File: src/shared/rcsr_pkg.sv
// reset cause status and software reset trigger: constants and types
// assumes an apb slave on a 10 mhz pclk, byte addresses, 32-bit words

package rcsr_pkg;

  // ==========================================================
  // register map
  localparam logic [15:0] RCSR_STATUS_ADDR = 16'h1240;
  localparam logic [15:0] RCSR_TRIG_ADDR = 16'h1250;
  localparam logic [15:0] RCSR_UNLOCK_ADDR = 16'h1260;
  localparam logic [3:0] RCSR_OFS_BASE = 4'h0;
  localparam logic [3:0] RCSR_OFS_CLR = 4'h4;
  localparam logic [3:0] RCSR_OFS_SET = 4'h8;
  localparam logic [3:0] RCSR_OFS_INV = 4'hc;

  // ==========================================================
  // status field positions
  localparam int RCSR_B_SUPPLY_POR = 31;
  localparam int RCSR_B_CORE_POR = 30;
  localparam int RCSR_B_CFG_ERR = 27;
  localparam int RCSR_B_CFG_FAIL = 26;
  localparam int RCSR_B_MISMATCH = 9;
  localparam int RCSR_B_PIN = 7;
  localparam int RCSR_B_SOFT = 6;
  localparam int RCSR_B_WDOG = 4;
  localparam int RCSR_B_SLEEP = 3;
  localparam int RCSR_B_IDLE = 2;
  localparam int RCSR_B_BROWN = 1;
  localparam int RCSR_B_POR = 0;
  localparam int RCSR_B_ARM = 0;

  localparam logic [31:0] RCSR_STATUS_MASK = 32'hcc00_02df;
  localparam logic [31:0] RCSR_STATUS_RST = 32'hc000_0003;
  localparam logic [31:0] RCSR_TRIG_MASK = 32'h0000_0001;

  // ==========================================================
  // unlock key and system reset stretch
  localparam logic [31:0] RCSR_UNLOCK_KEY = 32'h5a5a_a5a5;
  localparam int RCSR_RST_NS = 1600;
  localparam int RCSR_CLK_NS = 100;
  localparam int RCSR_RST_CYC = (RCSR_RST_NS + RCSR_CLK_NS - 1)
                                / RCSR_CLK_NS;

  // ==========================================================
  // event group from the surrounding reset and power logic
  typedef struct packed {
    logic supply_por;
    logic core_por;
    logic cfg_err;
    logic cfg_fail;
    logic mismatch;
    logic wdog;
    logic sleep_wake;
    logic idle_wake;
    logic brown;
  } rcsr_evt_t;

  typedef enum logic [1:0] {
    RCSR_IDLE = 2'b00,
    RCSR_ACC = 2'b01,
    RCSR_DONE = 2'b10
  } rcsr_bus_t;

endpackage : rcsr_pkg

File: src/design/rcsr_top.sv
// reset cause recorder with software reset trigger, apb slave
// assumes event pulses on pclk; master clear pin is asynchronous
//
// The APB interface to the registers was chosen for this implementation.
`timescale 1ns/1ns

module rcsr_top
  import rcsr_pkg::*;
#(
  parameter int RST_CYC = RCSR_RST_CYC
) (
  input wire logic pclk,
  input wire logic presetn,
  input wire logic psel,
  input wire logic penable,
  input wire logic pwrite,
  input wire logic [15:0] paddr,
  input wire logic [31:0] pwdata,
  output logic [31:0] prdata,
  output logic pready,
  output logic pslverr,
  input wire rcsr_evt_t evt,
  input wire logic master_clear_pin_n,
  output logic master_system_reset,
  output logic unlocked
);

  // ==========================================================
  // master clear pin synchroniser
  logic [2:0] pin_sync_r;
  logic pin_low_r;
  logic pin_fall;

  always_ff @(posedge pclk or negedge presetn) begin
    if (!presetn) begin
      pin_sync_r <= 3'h7;
    end else begin
      pin_sync_r <= {pin_sync_r[1:0], master_clear_pin_n};
    end
  end

  // a change counts only once stages two and three agree
  always_ff @(posedge pclk or negedge presetn) begin
    if (!presetn) begin
      pin_low_r <= 1'b0;
    end else if (pin_sync_r[1] == pin_sync_r[2]) begin
      pin_low_r <= ~pin_sync_r[2];
    end
  end

  assign pin_fall = (pin_sync_r[1] == pin_sync_r[2]) &&
                    !pin_sync_r[2] && !pin_low_r;

  // ==========================================================
  // apb access decode
  rcsr_bus_t bus_r;
  logic [31:0] status_r;
  logic arm_r;
  logic unlock_r;
  logic [31:0] rd_nxt;
  logic hit_status;
  logic hit_trig;
  logic hit_unlock;
  logic mapped;
  logic done;
  logic wr;
  logic rd;
  logic [3:0] ofs;

  assign ofs = paddr[3:0];
  assign hit_status = (paddr[15:4] == RCSR_STATUS_ADDR[15:4]);
  assign hit_trig = (paddr[15:4] == RCSR_TRIG_ADDR[15:4]);
  assign hit_unlock = (paddr == RCSR_UNLOCK_ADDR);
  assign mapped = ((hit_status || hit_trig) && (ofs[1:0] == 2'h0))
                  || hit_unlock;
  assign done = psel && penable && (bus_r == RCSR_DONE);
  assign wr = done && pwrite && mapped;
  assign rd = done && !pwrite && mapped;

  // one wait state: setup, access, then pready at the next edge
  always_ff @(posedge pclk or negedge presetn) begin
    if (!presetn) begin
      bus_r <= RCSR_IDLE;
    end else begin
      case (bus_r)
        RCSR_IDLE: begin
          if (psel && !penable) begin
            bus_r <= RCSR_ACC;
          end
        end
        RCSR_ACC: begin
          if (psel && penable) begin
            bus_r <= RCSR_DONE;
          end else if (!psel) begin
            bus_r <= RCSR_IDLE;
          end
        end
        RCSR_DONE: begin
          bus_r <= RCSR_IDLE;
        end
        default: begin
          bus_r <= RCSR_IDLE;
        end
      endcase
    end
  end

  always_ff @(posedge pclk or negedge presetn) begin
    if (!presetn) begin
      pready <= 1'b0;
    end else begin
      pready <= (bus_r == RCSR_ACC) && psel && penable;
    end
  end

  always_ff @(posedge pclk or negedge presetn) begin
    if (!presetn) begin
      pslverr <= 1'b0;
    end else begin
      pslverr <= (bus_r == RCSR_ACC) && psel && penable && !mapped;
    end
  end

  // write-only trigger, unlock state only bit 0
  always_comb begin
    rd_nxt = 32'h0000_0000;
    if (hit_status) begin
      rd_nxt = status_r & RCSR_STATUS_MASK;
    end else if (hit_trig) begin
      rd_nxt = 32'h0000_0000;
    end else if (hit_unlock) begin
      rd_nxt = {31'h0000_0000, unlock_r};
    end
  end

  always_ff @(posedge pclk or negedge presetn) begin
    if (!presetn) begin
      prdata <= 32'h0000_0000;
    end else if ((bus_r == RCSR_ACC) && psel && penable && !pwrite) begin
      prdata <= rd_nxt;
    end
  end

  // ==========================================================
  // system unlock
  // any write other than the key to the unlock register locks again
  always_ff @(posedge pclk or negedge presetn) begin
    if (!presetn) begin
      unlock_r <= 1'b0;
    end else if (wr && hit_unlock) begin
      unlock_r <= (pwdata == RCSR_UNLOCK_KEY);
    end
  end

  always_ff @(posedge pclk or negedge presetn) begin
    if (!presetn) begin
      unlocked <= 1'b0;
    end else begin
      unlocked <= unlock_r;
    end
  end

  // ==========================================================
  // software reset trigger
  logic arm_wr;
  logic soft_fire;
  logic [31:0] rst_cnt_r;

  assign arm_wr = wr && hit_trig && unlock_r &&
                  (ofs != RCSR_OFS_CLR) &&
                  pwdata[RCSR_B_ARM];
  assign soft_fire = arm_r && rd && hit_trig;

  always_ff @(posedge pclk or negedge presetn) begin
    if (!presetn) begin
      arm_r <= 1'b0;
    end else if (soft_fire) begin
      arm_r <= 1'b0;
    end else if (arm_wr) begin
      arm_r <= 1'b1;
    end
  end

  // ==========================================================
  // master system reset merge
  logic any_src;

  assign any_src = soft_fire || pin_fall || evt.wdog || evt.brown ||
                   evt.mismatch || evt.supply_por ||
                   evt.core_por;

  // stretched so the whole chip sees a clean pulse
  always_ff @(posedge pclk or negedge presetn) begin
    if (!presetn) begin
      rst_cnt_r <= 32'h0000_0000;
    end else if (any_src) begin
      rst_cnt_r <= 32'(RST_CYC);
    end else if (rst_cnt_r != 32'h0000_0000) begin
      rst_cnt_r <= rst_cnt_r - 32'h0000_0001;
    end
  end

  // held asserted during power-on and for as long as the pin is low
  always_ff @(posedge pclk or negedge presetn) begin
    if (!presetn) begin
      master_system_reset <= 1'b1;
    end else begin
      master_system_reset <= any_src || pin_low_r ||
                             (rst_cnt_r > 32'h0000_0001);
    end
  end

  // ==========================================================
  // reset cause status flags
  // only presetn (power-on) and software writes clear these, never the system reset
  logic [31:0] set_vec;

  always_comb begin
    set_vec = 32'h0000_0000;
    set_vec[RCSR_B_SUPPLY_POR] = evt.supply_por;
    set_vec[RCSR_B_CORE_POR] = evt.core_por;
    set_vec[RCSR_B_CFG_ERR] = evt.cfg_err;
    set_vec[RCSR_B_CFG_FAIL] = evt.cfg_fail;
    set_vec[RCSR_B_MISMATCH] = evt.mismatch;
    set_vec[RCSR_B_PIN] = pin_fall;
    set_vec[RCSR_B_SOFT] = soft_fire;
    set_vec[RCSR_B_WDOG] = evt.wdog;
    set_vec[RCSR_B_SLEEP] = evt.sleep_wake;
    set_vec[RCSR_B_IDLE] = evt.idle_wake || evt.sleep_wake;
    set_vec[RCSR_B_BROWN] = evt.brown;
    set_vec[RCSR_B_POR] = evt.supply_por || evt.core_por;
  end

  // one flag per bit; unimplemented positions hold no storage at all
  for (genvar gi = 0; gi < 32; gi++) begin : g_flag
    if (RCSR_STATUS_MASK[gi]) begin : g_impl
      logic flag_r;
      logic flag_nxt;

      always_comb begin
        flag_nxt = flag_r;
        if (wr && hit_status) begin
          case (ofs)
            RCSR_OFS_BASE: flag_nxt = pwdata[gi];
            RCSR_OFS_CLR: flag_nxt = flag_r & ~pwdata[gi];
            RCSR_OFS_SET: flag_nxt = flag_r | pwdata[gi];
            RCSR_OFS_INV: flag_nxt = flag_r ^ pwdata[gi];
            default: flag_nxt = flag_r;
          endcase
        end
        // a hardware set in the same cycle beats a software clear
        flag_nxt = flag_nxt | set_vec[gi];
      end

      always_ff @(posedge pclk or negedge presetn) begin
        if (!presetn) begin
          flag_r <= RCSR_STATUS_RST[gi];
        end else begin
          flag_r <= flag_nxt;
        end
      end

      assign status_r[gi] = flag_r;
    end else begin : g_rsvd
      assign status_r[gi] = 1'b0;
    end
  end

endmodule : rcsr_top

File: config.mk
export PLATFORM = sky130hd
export DESIGN_NAME = rcsr_top
export DESIGN_NICKNAME = d
export VERILOG_FILES = /design/src/shared/rcsr_pkg.sv /design/src/design/rcsr_top.sv
export SDC_FILE = /design/constraint.sdc
export NUM_CORES = 1
export LEC_CHECK = 0
export BUFFER_PORTS_ARGS = -buffer_cell sky130_fd_sc_hd__buf_4
export CORE_MARGIN = 2
export CORE_UTILIZATION = 32
export DETAILED_ROUTE_END_ITERATION = 12
export PLACE_DENSITY = 0.56
export SLEW_MARGIN = 20
export SYNTH_ARGS = -nofsm -noshare
export SYNTH_HDL_FRONTEND = slang
export SYNTH_SLANG_ARGS = --single-unit
File: constraint.sdc
create_clock -name pclk -period 3.2 [get_ports pclk]
set_input_delay 0.16 -clock pclk [delete_from_list [all_inputs] [get_ports pclk]]
set_output_delay 0.16 -clock pclk [all_outputs]
set_load 0.01 [all_outputs]
======== Yosys cells after proc, flatten, opt, wreduce, memory -nomap -nowiden ========
Index checks and enable logic that the tools add are counted.
cells by class
  add/sub/neg operators ................... 1
  order comparisons ....................... 1
  equal/unequal tests ..................... 13
  muxes and demuxes ....................... 35
  bitwise operators ....................... 61
  reduce and logical (&&, ||, !) cells .... 46
operators by type and width
  operator                                                                  count
  32-bit 2-to-1 mux                                                         3
  1-bit one-hot mux with 4 select lines                                     12
  32-bit by 31-bit equality test with 1-bit output (second input constant)  1
  32-bit by 1-bit > comparator with 1-bit output (second input constant)    1
  32-bit nonzero test                                                       1
  32-bit by 1-bit subtractor with 32-bit output (second input constant)     1
  12-bit by 9-bit equality test with 1-bit output (second input constant)   2
  1-bit OR                                                                  24
  1-bit logical AND                                                         22
  16-bit by 13-bit equality test with 1-bit output (second input constant)  1
  1-bit 2-to-1 mux                                                          16
  1-bit NOT                                                                 13
  1-bit AND                                                                 12
  1-bit logical OR                                                          12
  1-bit bitwise XOR                                                         12
  4-bit equality test (second input constant)                               2
  2-bit 2-to-1 mux                                                          3
  1-bit logical NOT                                                         5
  4-bit by 3-bit equality test with 1-bit output (second input constant)    1
  2-bit logical NOT                                                         2
  4-bit logical NOT                                                         1
  4-bit by 3-bit != test with 1-bit output (second input constant)          1
  2-bit one-hot mux with 2 select lines                                     1
  2-bit nonzero test                                                        2
  other kinds (6)                                                           6
storage, ports and cells
  bits in registers ....................... 88
  input port bits ......................... 63
  output and inout bits ................... 36
  logic and storage cells ................. 180

======== Depth between registers and ports, before layout ========
Gate-level depths: netlist (run 1).
  depth after elaboration ................. 15
  depth in mapped cells ................... 8
  depth with buffers taken out ............ 7

======== Worst setup path before layout (run 1) ========
OpenSTA, ideal clock, no wires.
  path type ............................... reg-to-reg
  from .................................... register rst_cnt_r[24]
  to ...................................... register rst_cnt_r[25]
  setup time .............................. 0.073 ns
  data arrival time ....................... 2.319 ns
  data required time ...................... 3.127 ns
  setup slack ............................. 0.808 ns
  stages on the path, launching flop included .. 8
  buffers on the path ..................... 2
  period minus slack after synthesis ...... 2.392 ns
  cell sequence ........................... dfrtp_1 or4_4 or4_4 buf_6 o31ai_4 buf_6 o31ai_1 a21oi_2
on the way
  cells in the longest elaborated chain, start to end .. 3
  elaborated cells on any way between the ends .. 5
  classes of those cells .................. add/sub: 1; mux: 2; reduce/logical: 2
ends and longest elaborated chain
  element                                        line             text
  start: declaration                             rcsr_top.sv:167  logic [31:0] rst_cnt_r;
  start signal: assignment                       rcsr_top.sv:197  rst_cnt_r <= 32'(RST_CYC);
  start signal: assignment                       rcsr_top.sv:199  rst_cnt_r <= rst_cnt_r - 32'h0000_0001;
  32-bit by 1-bit subtractor with 32-bit output  rcsr_top.sv:199
  32-bit 2-to-1 mux                              rcsr_top.sv:198  end else if (rst_cnt_r != 32'h0000_0000) begin
  32-bit 2-to-1 mux                              rcsr_top.sv:196  end else if (any_src) begin
Several ways; a longest one is shown, not always the timed one. The select of a mux whose other input is x is not followed.
A chain may end at the register's enable or synchronous reset.

======== Worst setup path after layout (run 1) ========
  from .................................... register rst_cnt_r[26]
  to ...................................... register rst_cnt_r[27]
Same word-level chain as after synthesis.

==> out/qor.csv, run 1 <==
metric;value;unit
io_buffers;78;
cap_violations;0;
area_growth_syn_to_layout;23.7;%
drt_iter0_drc;169;
dp_cells;680;
cts_tree;done;
drv_slew;0;
yosys-top-cells-area;dfrtp_1, ha_1, dfstp_2;
grt_pass1_vias;3541;
ir_drop;0.173;mV
synth_area_leader_cell;dfrtp_1;
die_w;120;microns
p_per_area;399;mW/mm^2
worstPathCellList;or4_4 > or4_4 > o31ai_4 > or4_2 > a21oi_2;
grt_max_degree;69;
status;completed;
layout_common_cells;buf_4, dfrtp_1, inv_1, nor2_1, ha_1;
globalplace.congestion;0.824;
num_io_pins;99;
cpMaxStageDelayCell;o31ai_4;
synth_edf_count;0;
rsz0062_at_grt;no;
hpwl;7.59;mm
firstDrtPassIters;4;
synthCells;438;
cts_buffer_depth;2;
hold_path.class;in -> reg;
die-area;0.0143;sq mm
tightest_slew;0.883;ns
cts_setup_buffers;0;
gr-total-overflow;0;
drc;0;
min_period_over_period;0.852;
grt.total_usage;0.153;
clock_latency;0.34;ns
start_util;0.326;
finalPower;2110;uW
clock-skew-final;0.00476;ns
ys_seq_elements;68;
synth_seq_area_share;0.400;
critPathKind;reg -> reg;
yosysWarnings;0;
worst-r2r-cell-count;5;
core.rowCount;42;
clkSlewWorstSetupHoldPaths;0.06;ns
cpPeakStageDelay;0.67;ns
cts_buffers;9;
nNetsFinal;608;
synth-main-ff-cell;dfrtp_1;
core_region_area;0.0131;sq mm
power.leakage;0.00250;uW
fillers;1316;
drt-total-wl;10.5;mm
diodes;0;
holdPathEnd;g_flag[27].g_impl.flag_r;
async_flop_share;1.00;
final_common_cell;buf_4;
synth_area_per_cell;9.78;sq um
reg2reg_slack;0.47;ns
synth_top_area_frac;0.351;
ant_nets;0;
start_kind;flop;
antenna_found_initial;0;
slew_headroom;0.411;
setup_tns;0;ns
rr_endpoint;rst_cnt_r[27];
via_per_inst;5.14;
grt_pass1_wl;17.4;mm
cp_common_cell;or4_4;
multi_input_area;0.00228;sq mm
vias;3596;
syn_area;0.00428;sq mm
regArea;0.00171;sq mm
fmax;0.367;GHz
synth.distinct_cells;61;
layout-drive-gt1-share;0.264;
holdPathStages;2;
cp.required;3.39;ns
clockRootBuffer;clkbuf_16;
hold_start;evt[6];
layout_min_cycle_time;2.73;ns
critPathBufInv;0;
fp.dieH;120;microns
setup_viol;0;
crit_path_end_kind;flop;
wl_per_cell;15.1;microns
timing.rr.start;rst_cnt_r[26];
crit_fanout;18;
hold_viol_final;0;
critPathArrivalTime;2.92;ns
cp_top_family;simple AND/OR/NAND/NOR gates;
htree_num_levels;3;
clock_sinks;68;
instances_no_fill;699;
[how the worst max path moves through the flow]
stage	start	end	slack, ns	cells after the start
2_1_floorplan	rst_cnt_r[24]	rst_cnt_r[25]	0.81	7
3_3_place_gp	rst_cnt_r[27]	rst_cnt_r[27]	0.52	5
3_5_place_dp	rst_cnt_r[27]	rst_cnt_r[27]	0.49	5
4_1_cts	rst_cnt_r[27]	rst_cnt_r[27]	0.47	5
5_1_grt	rst_cnt_r[26]	rst_cnt_r[25]	0.34	5
6_report	rst_cnt_r[26]	rst_cnt_r[27]	0.47	5
[metrics by stage]
step            util  worst slack (ns)  cell area, sq um  hold slack (ns)
2_1_floorplan      -             0.808              4350           -0.136
3_3_place_gp   0.377             0.522              4960            0.271
3_5_place_dp   0.377             0.488              4960            0.271
4_1_cts        0.403             0.472              5300          0.00602
5_1_grt        0.403             0.339              5300          0.00823
6_report       0.403             0.473              5300           0.0191
[kinds of logic (layout without fill, tap and decap cells)]
kind of cell	Yosys count	after routing	synth area share
xor gates and xnor gates	10	10	0.0205
and+or+nand+nor	157	157	0.218
other	1	20	0.000876
buffers and inverters	68	134	0.0844
DFF	68	68	0.400
AOI/OAI and AO/OA	95	95	0.161
adders and majority gates	27	27	0.0789
muxes	12	12	0.0371
[repair_timing]
| action | CTS | global route |
|---|---|---|
| resized for setup | 0 | 0 |
| hold buffers | 3 | 0 |
| hold endpoints to repair | 26 | 0 |
[registers in the layout, indices dropped and copies added (netlist names), 2 cells and up]
signal and flops:
pin_sync_r 3, g_flag.g_impl.flag_r 12, prdata 12, rst_cnt_r 32
bus_r 2
[routing by layer]
layer | vias to the layer above | GRT usage | wire length, microns
li1 | 1748 | - | -
met1 | 1740 | 0.203 | 4850
met2 | 91 | 0.243 | 4850
met3 | 17 | 0.0276 | 628
met4 | 0 | 0.0706 | 214
met5 | - | 0 | 0
[cell usage after synthesis, types with 3 or more instances]
cell	instances
nor3b_1	4
a21oi_2	5
or3_1	5
nand2b_1	7
mux2i_1	8
or2_2	4
o31ai_1	10
dfstp_2	8
a211o_1	8
buf_6	4
nand4_1	8
or4_1	6
nor4_1	14
and4b_1	4
a2bb2oi_1	3
nor3_1	10
o211ai_1	12
or4_4	3
dfrtp_1	60
buf_4	20
ha_1	27
or3_2	3
inv_1	32
nor2_1	32
mux4_2	3
or4_2	7
nor4bb_1	4
nand2_1	23
nand3_1	12
xor2_1	9
a22o_1	11
o21ai_0	15
a21oi_1	17
clkbuf_1	9
[where the power goes]
part	leakage [uW]	internal, uW	total, uW	switching, uW
logic	0.00147	93.1	208	115
clock network	0.000148	647	1030	383
registers	0.000877	869	874	5.27
[cell type report]
| cell class | instances | share of cell area |
|---|---|---|
| Multi-Input combinational cell | 321 | 0.431 |
| Sequential cell | 68 | 0.323 |
| Timing Repair Buffer | 86 | 0.123 |
| Clock buffer | 11 | 0.0477 |
| Tap cell | 176 | 0.0416 |
| Inverter | 32 | 0.0227 |
| Clock inverter | 5 | 0.0111 |
No activity file was read; power rests on OpenSTA's default activity.
==> run 2, diff against run 1 <==
--- a/config.mk
+++ b/config.mk
@@ -9,6 +9,7 @@
 export CORE_MARGIN = 2
 export CORE_UTILIZATION = 32
 export DETAILED_ROUTE_END_ITERATION = 12
+export GPL_TIMING_DRIVEN = 0
 export PLACE_DENSITY = 0.56
 export SLEW_MARGIN = 20
 export SYNTH_ARGS = -nofsm -noshare
==> run 2 against run 1 <==
Wire length rose by 3.8%. Register-to-register slack better by 0.02 ns. Global-route usage up 0.56 points. Worst hold slack improved by 0.0030 ns. Largest power group unchanged. Sequential share of layout area decreased by 1.0 points. Largest cell class unchanged. Highest routed layer unchanged. Critical path depth is 2 higher. Utilization is 1.3 points higher. Non-clock buffer count up 29. Flip-flop and latch count is the same.
==> out/qor.csv, run 2 (same netlist as run 1, synthesis figures left out) <==
metric;value;unit;change
rsz0062_at_grt;no;;unchanged
grt_max_degree;69;;unchanged
layout_min_cycle_time;2.71;ns;was 2.73 ns
hold_path.class;in -> reg;;unchanged
fp.dieH;120;microns;unchanged
fmax;0.369;GHz;was 0.367 GHz
io_buffers;76;;was 78
cpMaxStageDelayCell;or4_1;;was o31ai_4
cts_buffer_depth;2;;unchanged
netSwitchingPower;484;uW;was 504 uW
top_regs;rst_cnt_r (32), g_flag.g_impl.flag_r (12), prdata (12);;unchanged
final_common_cell;buf_4;;unchanged
antenna_found_initial;0;;unchanged
start_util;0.326;;unchanged
drt_iter0_drc;169;;unchanged
combPwrFrac;0.112;;was 0.099
place_area;0.00514;sq mm;was 0.00496 sq mm
htree_num_levels;3;;unchanged
setup_viol;0;;unchanged
power.leakage;0.00261;uW;was 0.00250 uW
die-area;0.0143;sq mm;unchanged
grt_pass1_wl;18.1;mm;was 17.4 mm
core_region_area;0.0131;sq mm;unchanged
diodes;0;;unchanged
vias;3673;;was 3596
clock_latency;0.33;ns;was 0.34 ns
regMostFlops;rst_cnt_r;;unchanged
cts-resized-gates;0;;unchanged
grt.total_usage;0.159;;was 0.153
intPower;1590;uW;was 1610 uW
core.rowCount;42;;unchanged
die_w;120;microns;unchanged
hpwl;7.99;mm;was 7.59 mm
worstPathCellList;or4_1 > or4_4 > buf_6 > o31ai_4 > buf_6 > o31ai_1 > a21oi_2;;was or4_4 > or4_4 > o31ai_4 > or4_2 > a21oi_2
clkPwrFrac;0.466;;was 0.488
firstDrtPassIters;5;;was 4
cp.required;3.46;ns;was 3.39 ns
postLayoutCoreUtil;0.416;;was 0.403
cts_tree;done;;unchanged
layout_common_cells;buf_4, dfrtp_1, inv_1, nor2_1, ha_1;;unchanged
p_sw_frac;0.233;;was 0.238
clockRootBuffer;clkbuf_16;;unchanged
cpPeakStageDelay;0.65;ns;was 0.67 ns
clock-skew-final;0.0103;ns;was 0.00476 ns
setup_tns;0;ns;unchanged
gr-total-overflow;0;;unchanged
critPathKind;reg -> reg;;unchanged
layout-drive-gt1-share;0.279;;was 0.264
num_io_pins;99;;unchanged
largest_reg_flops;32;;unchanged
drv_slew;0;;unchanged
status;completed;;unchanged
cp_common_cell;buf_6;;was or4_4
drc;0;;unchanged
ir_drop;0.219;mV;was 0.173 mV
finalPower;2070;uW;was 2110 uW
slew_headroom;0.417;;was 0.411
wl_per_cell;15.0;microns;was 15.1 microns
ant_nets;0;;unchanged
stdcell_area;0.00547;sq mm;was 0.00530 sq mm
area_growth_syn_to_layout;27.7;%;was 23.7%
hold_viol_final;0;;unchanged
clkSlewWorstSetupHoldPaths;0.06;ns;about the same
start_kind;flop;;unchanged
seqPwrFrac;0.422;;was 0.414
cts_buffers;9;;unchanged
critPathArrivalTime;2.97;ns;was 2.92 ns
via_per_inst;5.05;;was 5.14
clock_sinks;68;;unchanged
min_period_over_period;0.847;;was 0.852
drt-total-wl;10.9;mm;was 10.5 mm
globalplace.congestion;0.814;;was 0.824
cap_violations;0;;unchanged
nNetsFinal;637;;was 608
p_per_area;379;mW/mm^2;was 399 mW/mm^2
crit_fanout;10;;was 18
tightest_slew;0.875;ns;was 0.883 ns
crit_path_end_kind;flop;;unchanged
grt_pass1_vias;3648;;was 3541
[run 2: cell types whose count changed in the layout (fill, tap and decap cells not counted), moves of 2 or more]
cell        delta
buf_6          +4
buf_4         +13
clkbuf_1      +11
clkinvlp_4     -2
clkbuf_8       +2
buf_1          +2
[run 2: routing by layer]
layer / routed length, microns / part of all wire / vias up / global-route usage
li1: - / - / 1809 / -
met1: 4900 / 0.45 / 1753 / 0.209
met2: 5210 / 0.48 / 99 / 0.260
met3: 633 / 0.058 / 12 / 0.0304
met4: 203 / 0.019 / 0 / 0.0559
met5: 0 / 0 / - / 0
[run 2: through the flow]
step / hold WS, ns / cells / setup WS (ns)
after global routing: 0.0184 / 728 / 0.361
after CTS: 0.00547 / 728 / 0.464
after detailed placement: 0.270 / 709 / 0.483
after global placement: 0.272 / 709 / 0.472
after floorplan: -0.136 / 457 / 0.808
final: 0.0222 / 728 / 0.489
[run 2: power groups by stage]
stage	clock network [uW]	registers, uW	logic [uW]
final	967	874	232
after global routing	1040	875	260
after CTS	1000	874	234
after detailed placement	0	889	230
after global placement	0	889	225
after floorplan	0	888	119
[run 2: path summary, 6_finish.rpt]
kind / end / slack [ns] / cells after the start / startpoint
setup / recovery: rst_cnt_r[25] / 0.49 / 7 / rst_cnt_r[19]
hold / removal: g_flag[2].g_impl.flag_r / 0.02 / 2 / evt[1]
setup reg to reg: rst_cnt_r[25] / 0.49 / 7 / rst_cnt_r[19]
hold reg to reg: pin_sync_r[1] / 0.35 / 0 / pin_sync_r[0]
max in group asynchronous: rst_cnt_r[0] / 2.13 / 2 / presetn
min in group asynchronous: g_flag[3].g_impl.flag_r / 0.49 / 2 / presetn
[run 2: cell type report]
| cell class | count | area (sq um) |
|---|---|---|
| plain buffers | 36 | 241 |
| clock buffers | 15 | 288 |
| clock inverters | 1 | 5.00 |
| fillers | 1302 | 7670 |
| inverters | 32 | 120 |
| multi-input cells | 321 | 2280 |
| flip-flops and latches | 68 | 1710 |
| well taps | 176 | 220 |
| repair buffers | 79 | 601 |
[run 2: critical path, delay by kind of cell (launching register included)]
kind                   cells  cell delay (ns)
and+or+nand+nor            2             1.17
AOI/OAI and AO/OA          3             0.69
DFF                        1             0.39
buffers and inverters      2             0.37
[run 2: repair_timing]
item	in CTS	in global routing
hold endpoints to repair	51	0
hold buffers	3	0
buffers inserted	0	0
